File: src/include/lcd_decoder_defines.vh
`ifndef LCD_DECODER_DEFINES_VH
`define LCD_DECODER_DEFINES_VH

// Geometry
`define NUM_DISPLAY_BITS   140
`define NUM_SEGMENTS       35
`define NUM_COMMONS        4
`define NUM_SHARED         4

// Port-select codes
`define PS_NONE            3'h0
`define PS_ONE             3'h1
`define PS_TWO             3'h2
`define PS_THREE           3'h3
`define PS_ALL             3'h4

// Frame-rate codes and divisors
`define FR_768             3'h6
`define FR_576             3'h7
`define FR_384             3'h0
`define FR_288             3'h1
`define FR_192             3'h2
`define DIV_768            10'h300
`define DIV_576            10'h240
`define DIV_384            10'h180
`define DIV_288            10'h120
`define DIV_192            10'h0C0

// Inhibit release wait, applies to the controller side
`define INH_WAIT_NS        10000

// Reset values of the live waveform state
`define PHASE_RESET        2'h0
`define COUNT_RESET        10'h000

`endif

File: src/verilog/frame_divider.v
`timescale 1ns/1ps
`default_nettype none
// Divides the display clock ticks into one tick per common phase
module frame_divider (
    input  wire       clk,
    input  wire       rst_b,
    input  wire       tick,
    input  wire       run,
    input  wire [2:0] rate_sel,
    output reg        phase_tick
);
`include "lcd_decoder_defines.vh"

    reg  [9:0] count_reg;
    reg  [9:0] count_next;
    reg  [9:0] div_per_phase;

    function [9:0] frame_div;
        input [2:0] sel;
        begin
            case (sel)
                `FR_768: frame_div = `DIV_768;
                `FR_576: frame_div = `DIV_576;
                `FR_288: frame_div = `DIV_288;
                `FR_192: frame_div = `DIV_192;
                default: frame_div = `DIV_384;
            endcase
        end
    endfunction

    // A frame holds four phases, so each phase lasts a quarter of the divisor
    always @* begin
        div_per_phase = frame_div(rate_sel) >> 2;
        count_next    = count_reg;
        if (!run) begin
            count_next = `COUNT_RESET;
        end else if (tick) begin
            if (count_reg >= div_per_phase - 10'h001) begin
                count_next = `COUNT_RESET;
            end else begin
                count_next = count_reg + 10'h001;
            end
        end
    end

    always @(posedge clk or negedge rst_b) begin
        if (!rst_b) begin
            count_reg  <= `COUNT_RESET;
            phase_tick <= 1'b0;
        end else begin
            count_reg  <= count_next;
            phase_tick <= run && tick && (count_reg >= div_per_phase - 10'h001);
        end
    end
endmodule
`default_nettype wire

File: src/verilog/lcd_output_decoder.v
`timescale 1ns/1ps
`default_nettype none
module lcd_output_decoder (
    // Clock and reset
    input  wire         MCLK,
    input  wire         RST_B,
    // Latched image and control fields from the serial receiver
    input  wire [139:0] DISPLAY_BITS,
    input  wire [2:0]   FRAME_RATE_SELECT,
    input  wire [2:0]   PORT_SELECT,
    input  wire         CLOCK_SOURCE_SELECT,
    input  wire         SEGMENTS_OFF,
    input  wire         POWER_SAVE,
    // Display inhibit from the controller
    input  wire         DISPLAY_INHIBIT_N,
    // Display clock sources
    input  wire         RC_OSC_TICK,
    input  wire         EXT_CLOCK_TICK,
    // Oscillator pin control
    output reg          RC_OSC_ENABLE,
    output reg          OSC_PIN_OE,
    // Drive levels: on marks a selected level, active high marks common phase
    output reg  [3:0]   SHARED_OUTPUT_PINS,
    output reg  [3:0]   SHARED_IS_GP,
    output reg  [30:0]  SEGMENT_OUTPUTS,
    output reg  [3:0]   COMMON_OUTPUTS,
    output reg          DRIVE_ACTIVE,
    output reg  [1:0]   COMMON_PHASE
);
`include "lcd_decoder_defines.vh"

    wire        display_clock_tick;
    wire        phase_tick;
    wire [3:0]  gp_enable;
    wire        forced_off;
    wire        run;
    reg  [1:0]  phase_reg;
    reg  [1:0]  phase_next;
    reg  [34:0] seg_on;
    reg  [3:0]  shared_next;
    reg  [30:0] segment_next;
    reg  [3:0]  common_next;
    reg         rc_enable_next;
    reg         osc_oe_next;
    integer     n;

    // Display bit of segment n at a given common phase (0-based index)
    function bit_at;
        input [139:0] bits;
        input integer seg;
        input [1:0]   ph;
        begin
            bit_at = bits[4 * seg + ph];
        end
    endfunction

    // Image and control inputs are used as is; nothing here resets them.
    assign forced_off = !DISPLAY_INHIBIT_N || POWER_SAVE;

    // Only one clock source can advance the waveform; the other is ignored
    assign display_clock_tick = CLOCK_SOURCE_SELECT ? EXT_CLOCK_TICK
                                                    : RC_OSC_TICK;
    assign run = !forced_off;

    frame_divider u_frame_divider (
        .clk        (MCLK),
        .rst_b      (RST_B),
        .tick       (display_clock_tick),
        .run        (run),
        .rate_sel   (FRAME_RATE_SELECT),
        .phase_tick (phase_tick)
    );

    shared_pin_mux u_shared_pin_mux (
        .port_select       (PORT_SELECT),
        .display_inhibit_n (DISPLAY_INHIBIT_N),
        .gp_enable         (gp_enable)
    );

    always @* begin
        phase_next = phase_reg;
        if (!run) begin
            phase_next = `PHASE_RESET;
        end else if (phase_tick) begin
            phase_next = phase_reg + 2'h1;
        end
    end

    always @* begin
        for (n = 0; n < `NUM_SEGMENTS; n = n + 1) begin
            // Segments-off blanks without stopping the commons
            seg_on[n] = bit_at(DISPLAY_BITS, n, phase_reg) && !SEGMENTS_OFF;
        end
        segment_next = forced_off ? 31'h00000000 : seg_on[34:4];
        common_next  = forced_off ? 4'h0 : (4'h1 << phase_reg);
        for (n = 0; n < `NUM_SHARED; n = n + 1) begin
            if (gp_enable[n]) begin
                // General outputs keep working in power save
                shared_next[n] = DISPLAY_BITS[4 * n];
            end else begin
                shared_next[n] = forced_off ? 1'b0 : seg_on[n];
            end
        end
        if (!DISPLAY_INHIBIT_N) begin
            shared_next = 4'h0;
        end
        // Oscillator only runs in RC mode with display live
        rc_enable_next = run && !CLOCK_SOURCE_SELECT;
        osc_oe_next    = DISPLAY_INHIBIT_N && !CLOCK_SOURCE_SELECT && !POWER_SAVE;
    end

    always @(posedge MCLK or negedge RST_B) begin
        if (!RST_B) begin
            phase_reg          <= `PHASE_RESET;
            SHARED_OUTPUT_PINS <= 4'h0;
            SHARED_IS_GP       <= 4'h0;
            SEGMENT_OUTPUTS    <= 31'h00000000;
            COMMON_OUTPUTS     <= 4'h0;
            DRIVE_ACTIVE       <= 1'b0;
            COMMON_PHASE       <= 2'h0;
            RC_OSC_ENABLE      <= 1'b0;
            OSC_PIN_OE         <= 1'b0;
        end else begin
            phase_reg          <= phase_next;
            SHARED_OUTPUT_PINS <= shared_next;
            SHARED_IS_GP       <= gp_enable;
            SEGMENT_OUTPUTS    <= segment_next;
            COMMON_OUTPUTS     <= common_next;
            DRIVE_ACTIVE       <= run;
            COMMON_PHASE       <= phase_reg;
            RC_OSC_ENABLE      <= rc_enable_next;
            OSC_PIN_OE         <= osc_oe_next;
        end
    end
endmodule
`default_nettype wire

File: src/verilog/shared_pin_mux.v
`timescale 1ns/1ps
`default_nettype none
// Chooses segment or general-purpose function for the four shared pins
module shared_pin_mux (
    input  wire [2:0] port_select,
    input  wire       display_inhibit_n,
    output reg  [3:0] gp_enable
);
`include "lcd_decoder_defines.vh"

    always @* begin
        case (port_select)
            `PS_NONE:  gp_enable = 4'h0;
            `PS_ONE:   gp_enable = 4'h1;
            `PS_TWO:   gp_enable = 4'h3;
            `PS_THREE: gp_enable = 4'h7;
            `PS_ALL:   gp_enable = 4'hF;
            default:   gp_enable = 4'h0;
        endcase
        if (!display_inhibit_n) begin
            gp_enable = 4'h0;
        end
    end
endmodule
`default_nettype wire
File: config.mk
export PLATFORM = sky130hd
export DESIGN_NAME = lcd_output_decoder
export DESIGN_NICKNAME = d
export VERILOG_FILES = /design/src/verilog/frame_divider.v /design/src/verilog/lcd_output_decoder.v /design/src/verilog/shared_pin_mux.v
export VERILOG_INCLUDE_DIRS = /design/src /design/src/include
export SDC_FILE = /design/constraint.sdc
export NUM_CORES = 1
export LEC_CHECK = 0
export BUFFER_PORTS_ARGS = -buffer_cell sky130_fd_sc_hd__buf_2
export CORE_MARGIN = 2
export CORE_UTILIZATION = 40
export CTS_CLUSTER_SIZE = 24
export DETAILED_ROUTE_END_ITERATION = 10
export HOLD_SLACK_MARGIN = 0.05
export PLACE_DENSITY = 0.75
export RECOVER_POWER = 50
export SLEW_MARGIN = 20
export SYNTH_ARGS = -nofsm -noshare
export SYNTH_HDL_FRONTEND = slang
export SYNTH_SLANG_ARGS = --single-unit
export TNS_END_PERCENT = 100
File: constraint.sdc
create_clock -name MCLK -period 3.7 [get_ports MCLK]
set_input_delay 0.74 -clock MCLK [delete_from_list [all_inputs] [get_ports MCLK]]
set_output_delay 0.74 -clock MCLK [all_outputs]
set_load 0.05 [all_outputs]
======== Word level (Yosys, flattened, before mapping) ========
Index checks and enable logic that the tools add are counted.
cells by class
  magnitude comparators ................... 36
  shift operators ......................... 1
  equal/unequal tests ..................... 8
  add/subtract/negate cells ............... 37
  reductions and logical operators ........ 48
  multiplexer cells ....................... 90
operator list
  kind                   count
  $bmux 1 s8             34
  $lt 8x9->1 const B     16
  $add 7x2->8 const A    16
  $lt 7x9->1 const B     8
  $add 6x2->7 const A    8
  $mux 1                 44
  $logic_and 1x1->1      40
  $pmux 10 s4            1
  $lt 6x9->1 const B     4
  $mux 31                1
  $mux 10                3
  $add 8x2->9 const A    3
  $lt 9x9->1 const B     3
  $add 5x2->6 const A    4
  $lt 5x9->1 const B     2
  $pmux 4 s4             1
  $mux 4                 3
  $add 10x1->10 const B  1
  $add 4x2->5 const A    2
  $ge 10x10->1           1
  $eq 3x2->1 const B     3
  $eq 3x3->1 const B     3
  $lt 2x9->1 const B     1
  $lt 4x9->1 const B     1
  other kinds (10)       17
word-level totals
  output and inout port bits .............. 48
  word-level logic and storage cells ...... 231
  flip-flop bits (word level) ............. 61
  input port bits ......................... 154

======== Longest topological paths before layout ========
  depth after elaboration ................. 7
  depth in mapped cells ................... 9
  mapped depth without buffers ............ 8

======== Cells and area by module ========
From an unflattened synthesis, not the netlist that was laid out.
second synthesis, totals
  cell total of the unflattened synthesis .. 249
  area, all modules ....................... 3383.2 sq um
by module, submodules not included
  module              times used  cells each  sequential area each (sq um)  area each (sq um)
  lcd_output_decoder  1           165         1251.2                        2541.2
  frame_divider       1           77          275.3                         782.0
  shared_pin_mux      1           7           0.0                           60.1

======== Least setup slack after synthesis ========
No wires, ideal clock.
  kind .................................... in2reg
  start ................................... input port FRAME_RATE_SELECT[0]
  end ..................................... register u_frame_divider.count_reg[6]
  library setup time ...................... 82 ps
  slack ................................... 1325 ps
  cell stages on the path ................. 8
  path buffers ............................ 1
  required time ........................... 3618 ps
  data arrival time ....................... 2293 ps
  cells stage by stage .................... xnor2_1 > o21ai_0 > ha_1 > or3_4 > a211oi_4 > buf_6 > nand2_1 > a31oi_1
on the way
  cells in the longest elaborated chain, start to end .. 7
  elaborated cells on any way between the ends .. 10
  those cells by class .................... add/sub: 1; order compare: 1; eq/ne: 4; mux: 4
ends and longest elaborated chain
  element                             line                    text
  from (decl)                         lcd_output_decoder.v:9  input wire [2:0] FRAME_RATE_SELECT,
  $eq 3x2->1 (tied with other cells)  frame_divider.v:21      case (sel)
  $pmux 10 s4 *                       frame_divider.v:21
  $sub 8x1->9 *                       frame_divider.v:38      if (count_reg >= div_per_phase - 10'h001) begin
  $ge 10x10->1 *                      frame_divider.v:38
  $mux 10 *                           frame_divider.v:38
  $mux 10 *                           frame_divider.v:37      end else if (tick) begin
  $mux 10 *                           frame_divider.v:35      if (!run) begin
  to (signal assigned)                frame_divider.v:48      count_reg <= `COUNT_RESET;
  to (signal assigned)                frame_divider.v:51      count_reg <= count_next;
  to (decl)                           frame_divider.v:14      reg [9:0] count_reg;
Every way passes the cells marked *; elsewhere a longest branch is shown, timed or not. The select of a mux whose other input is x is not followed.
A chain may end at the register's enable or synchronous reset.

======== Worst setup path in the final report ========
  start ................................... input port FRAME_RATE_SELECT[1]
  end ..................................... register u_frame_divider.count_reg[5]
Same word-level chain as after synthesis.

==> results.md <==
| Metric | This run | Unit |
|---|---|---|
| Peak ir drop on the vdd network | 0.131 | mV |
| Arr. time, crit path | 2.79 | ns |
| Static Leak | 2.32 | nW |
| Hold violation total from the final report | 0 | - |
| Total setup buffers inserted after CTS | 0 | - |
| Final Wtd Congestion | 0.825 | - |
| Clock root buffer | sky130_fd_sc_hd__clkbuf_8 | - |
| Total number of yosys warnings | 0 | - |
| Number of synthesized register bits | 61 | - |
| Count of input and output buffers | 201 | - |
| Detailed-route vias per instance | 5.04 | - |
| Number of global-route vias before repair | 2969 | - |
| Routed wire length | 8.82 | mm |
| Clk pin slew, worst setup/hold paths | 0.07 | ns |
| Largest register FFs | 31 | - |
| Number of buffers inserted during clock tree synthesis | 9 | - |
| Top_reg_cell synth | sky130_fd_sc_hd__dfrtp_1 | - |
| Unrepaired setup endpoints after global routing | false | - |
| Number of gates given a new drive strength after cts | 0 | - |
| Count of TritonRoute iterations in the first routing pass | 4 | - |
| Violations in the final reports | max-capacitance violations, max-slew violations | - |
| Full die area | 9100 | um2 |
| Drt wl/cell | 15.6 | um |
| Fill cell total of the finished layout | 740 | - |
| Final net count | 621 | - |
| Htree depth | 3 | - |
| Sum of net half-perimeters after detailed placement | 7.06 | mm |
| Post-synthesis instance area | 3340 | um2 |
| Clk_lat worst skew | 0.34 | ns |
| Starting utilization of the core area | 40.9 | % |
| Final std cell area, no fill | 4580 | um2 |
| Overall overflow remaining after global route | 0 | - |
| Required time at the endpoint of the critical path | 3.97 | ns |
| Antenna Nets Post-Route | 0 | - |
| Total track usage | 20.8 | % |
| Largest net degree at the start of global routing | 42 | - |
| Final setup violation count | 0 | - |
| Clock tree from TritonCTS | done | - |
| Clock buffer depth | 2 | - |
| Number of synthesized flops with an enable pin | 0 | - |
| Area grow syn2layout | 37.1 | % |
| Cells after synthesis | 252 | - |
| CP Class | primary input to flip-flop | - |
| Type of origin of the critical path | primary input | - |
| Ys async rst share | 100 | % |
| Cell area reported after detailed placement | 4430 | um2 |
| Antenna violations before repair | 0 | - |
| Maximum clock rate | 396 | MHz |
| Yosys cell types | 40 | - |
| Total Neg Setup Slack | 0 | ns |
| Number of sinks driven by the clock tree | 61 | - |
| Tmin final | 2.52 | ns |
| Result of the run | complete, but fails checks | - |
| Period Utilization, post-route | 68.2 | % |
| Share of synthesized area occupied by flip-flops and latches | 45.7 | % |
| Slew at the pin with the worst max-slew slack | 1.94 | ns |
| Routed vias | 2849 | - |
| Critical path endpoint category | flip-flop | - |
| Final antenna diode count | 0 | - |
| Die W | 95.4 | um |
| Rows | 33 | - |
| Number of max-cap violations | 2 | - |
| Total core area | 8180 | um2 |
| Power per standard cell area | 316 | nW/um2 |
| DRC violation count after routing | 0 | - |
| First-pass GRT wire length | 14.1 | mm |
| Setup Skew | 0.00511 | ns |
| IO Count | 202 | - |
| Post-CTS Hold Fix Bufs | 0 | - |
| First-iteration detailed-routing DRC count | 34 | - |
| Worst relative slew slack | -29.6 | % |
| CP max FO | 18 | - |
| Height of the die | 95.4 | um |
| Syn Area/Cell | 13.3 | um2 |
| Final number of max-transition violations | 80 | - |
| Fraction of final layout cells sized beyond drive strength 1 | 54.6 | % |
| Hold/Removal Path Class | flip-flop to flip-flop | - |
[path summary, 6_finish.rpt]
| path | to | slack, ns | startpoint | cells after the start |
|---|---|---|---|---|
| max | u_frame_divider.count_reg[5] | 1.18 | FRAME_RATE_SELECT[1] | 8 |
| min | u_frame_divider.count_reg[9] | 0.53 | u_frame_divider.count_reg[9] | 1 |
| max reg2reg | SEGMENT_OUTPUTS[19] | 1.27 | bit_at.ph[0] | 3 |
| min reg2reg | u_frame_divider.count_reg[9] | 0.53 | u_frame_divider.count_reg[9] | 1 |
| max in group asynchronous | SEGMENT_OUTPUTS[1] | 1.29 | RST_B | 2 |
| min in group asynchronous | SHARED_IS_GP[0] | 0.93 | RST_B | 1 |
[critical path, stage by stage]
cell and delay [ns]:
sky130_fd_sc_hd__buf_2 0.13, sky130_fd_sc_hd__xnor2_1 0.12, sky130_fd_sc_hd__o21ai_0 0.15, sky130_fd_sc_hd__ha_1 0.26
sky130_fd_sc_hd__or3_4 0.39, sky130_fd_sc_hd__a211oi_4 0.62, sky130_fd_sc_hd__o21ai_0 0.19, sky130_fd_sc_hd__a31oi_1 0.19
[final cells by class]
| class | count | area, um2 | area share (%) |
|---|---|---|---|
| clock buffer | 9 | 124 | 2.70 |
| multi-input combinational | 176 | 1730 | 37.7 |
| inverter | 3 | 12.5 | 0.273 |
| sequential | 61 | 1530 | 33.3 |
| clock inverter | 7 | 51.3 | 1.12 |
| timing repair buffer | 204 | 1010 | 22.0 |
| tap | 105 | 131 | 2.87 |
[power by group]
part	total (W)	internal, W	switching [W]
clock network	0.000520	0.000243	0.000277
logic	0.000240	0.000110	0.000131
registers	0.000687	0.000682	0.00000470
[cell usage after synthesis, types with 2 or more instances]
cell type | number | share of area [%]
sky130_fd_sc_hd__nor2b_1 | 2 | 0.37
sky130_fd_sc_hd__mux2i_1 | 2 | 0.60
sky130_fd_sc_hd__a21o_1 | 5 | 1.1
sky130_fd_sc_hd__mux2_2 | 2 | 0.67
sky130_fd_sc_hd__o21ai_0 | 2 | 0.30
sky130_fd_sc_hd__mux4_2 | 34 | 23
sky130_fd_sc_hd__xnor2_1 | 2 | 0.52
sky130_fd_sc_hd__buf_4 | 3 | 0.67
sky130_fd_sc_hd__clkbuf_1 | 5 | 0.56
sky130_fd_sc_hd__buf_6 | 2 | 0.67
sky130_fd_sc_hd__ha_1 | 12 | 4.5
sky130_fd_sc_hd__a31oi_1 | 5 | 0.94
sky130_fd_sc_hd__o21ai_1 | 4 | 0.60
sky130_fd_sc_hd__dfrtp_1 | 61 | 46
sky130_fd_sc_hd__a21oi_1 | 8 | 1.2
sky130_fd_sc_hd__nand2b_1 | 4 | 0.75
sky130_fd_sc_hd__nor2_1 | 14 | 1.6
sky130_fd_sc_hd__nand2_1 | 11 | 1.2
sky130_fd_sc_hd__nor3b_1 | 2 | 0.45
sky130_fd_sc_hd__a22o_1 | 3 | 0.79
sky130_fd_sc_hd__nand3_1 | 10 | 1.5
sky130_fd_sc_hd__and3_1 | 3 | 0.56
sky130_fd_sc_hd__and2_1 | 38 | 7.1
sky130_fd_sc_hd__buf_2 | 2 | 0.30
[per-stage QoR]
stage                     utilization, %  hold slack (ns)  std cells  total power [W]  worst slack (ns)
after detailed placement            54.2            0.519        549         0.000945             0.840
after global routing                56.0            0.561        565          0.00152             0.760
after CTS                           56.4            0.503        565          0.00147              1.20
after floorplan                        -            0.401        253         0.000823              1.32
after global placement              54.2            0.519        549         0.000937             0.908
final                               56.0            0.530        565          0.00145              1.18
[kinds of logic (layout without fill, tap and decap cells)]
family                     after synthesis  after routing  share of synthesized area [%]
buffers and inverters                   16            223                           2.81
other                                    1              2                          0.112
adders and majority gates               12             12                           4.49
xor gates and xnor gates                 2              2                          0.524
AOI/OAI and AO/OA                       33             33                           7.42
and+or+nand+nor                         89             89                           14.8
DFF                                     61             61                           45.7
muxes                                   38             38                           24.2
[cell usage in the layout, fill, tap and decap left out, drive strengths merged]
master,instances
o311a,1
or3,1
nor3,1
a2111oi,1
clkinv,1
o21a,1
a21oi,8
nor2,14
or2,1
nand2b,4
nand3,10
a31oi,5
and2,38
o22a,1
dfrtp,61
clkinvlp,6
nand4,1
buf,189
and3,3
o21ai,6
mux2,2
xnor2,2
a22o,3
nor3b,2
mux2i,2
ha,12
nor2b,2
a211oi,1
a41oi,1
mux4,34
a21o,5
inv,3
nand2,12
conb,2
clkbuf,24
[routing by layer]
layer	part of all wire, %	global-route usage [%]	up-vias
met5	0	0	-
met4	2.1	7.86	0
met3	6.7	6.09	16
met2	55	38.4	115
met1	37	22.4	1383
li1	-	-	1335
(Power assumes the default switching activity.)
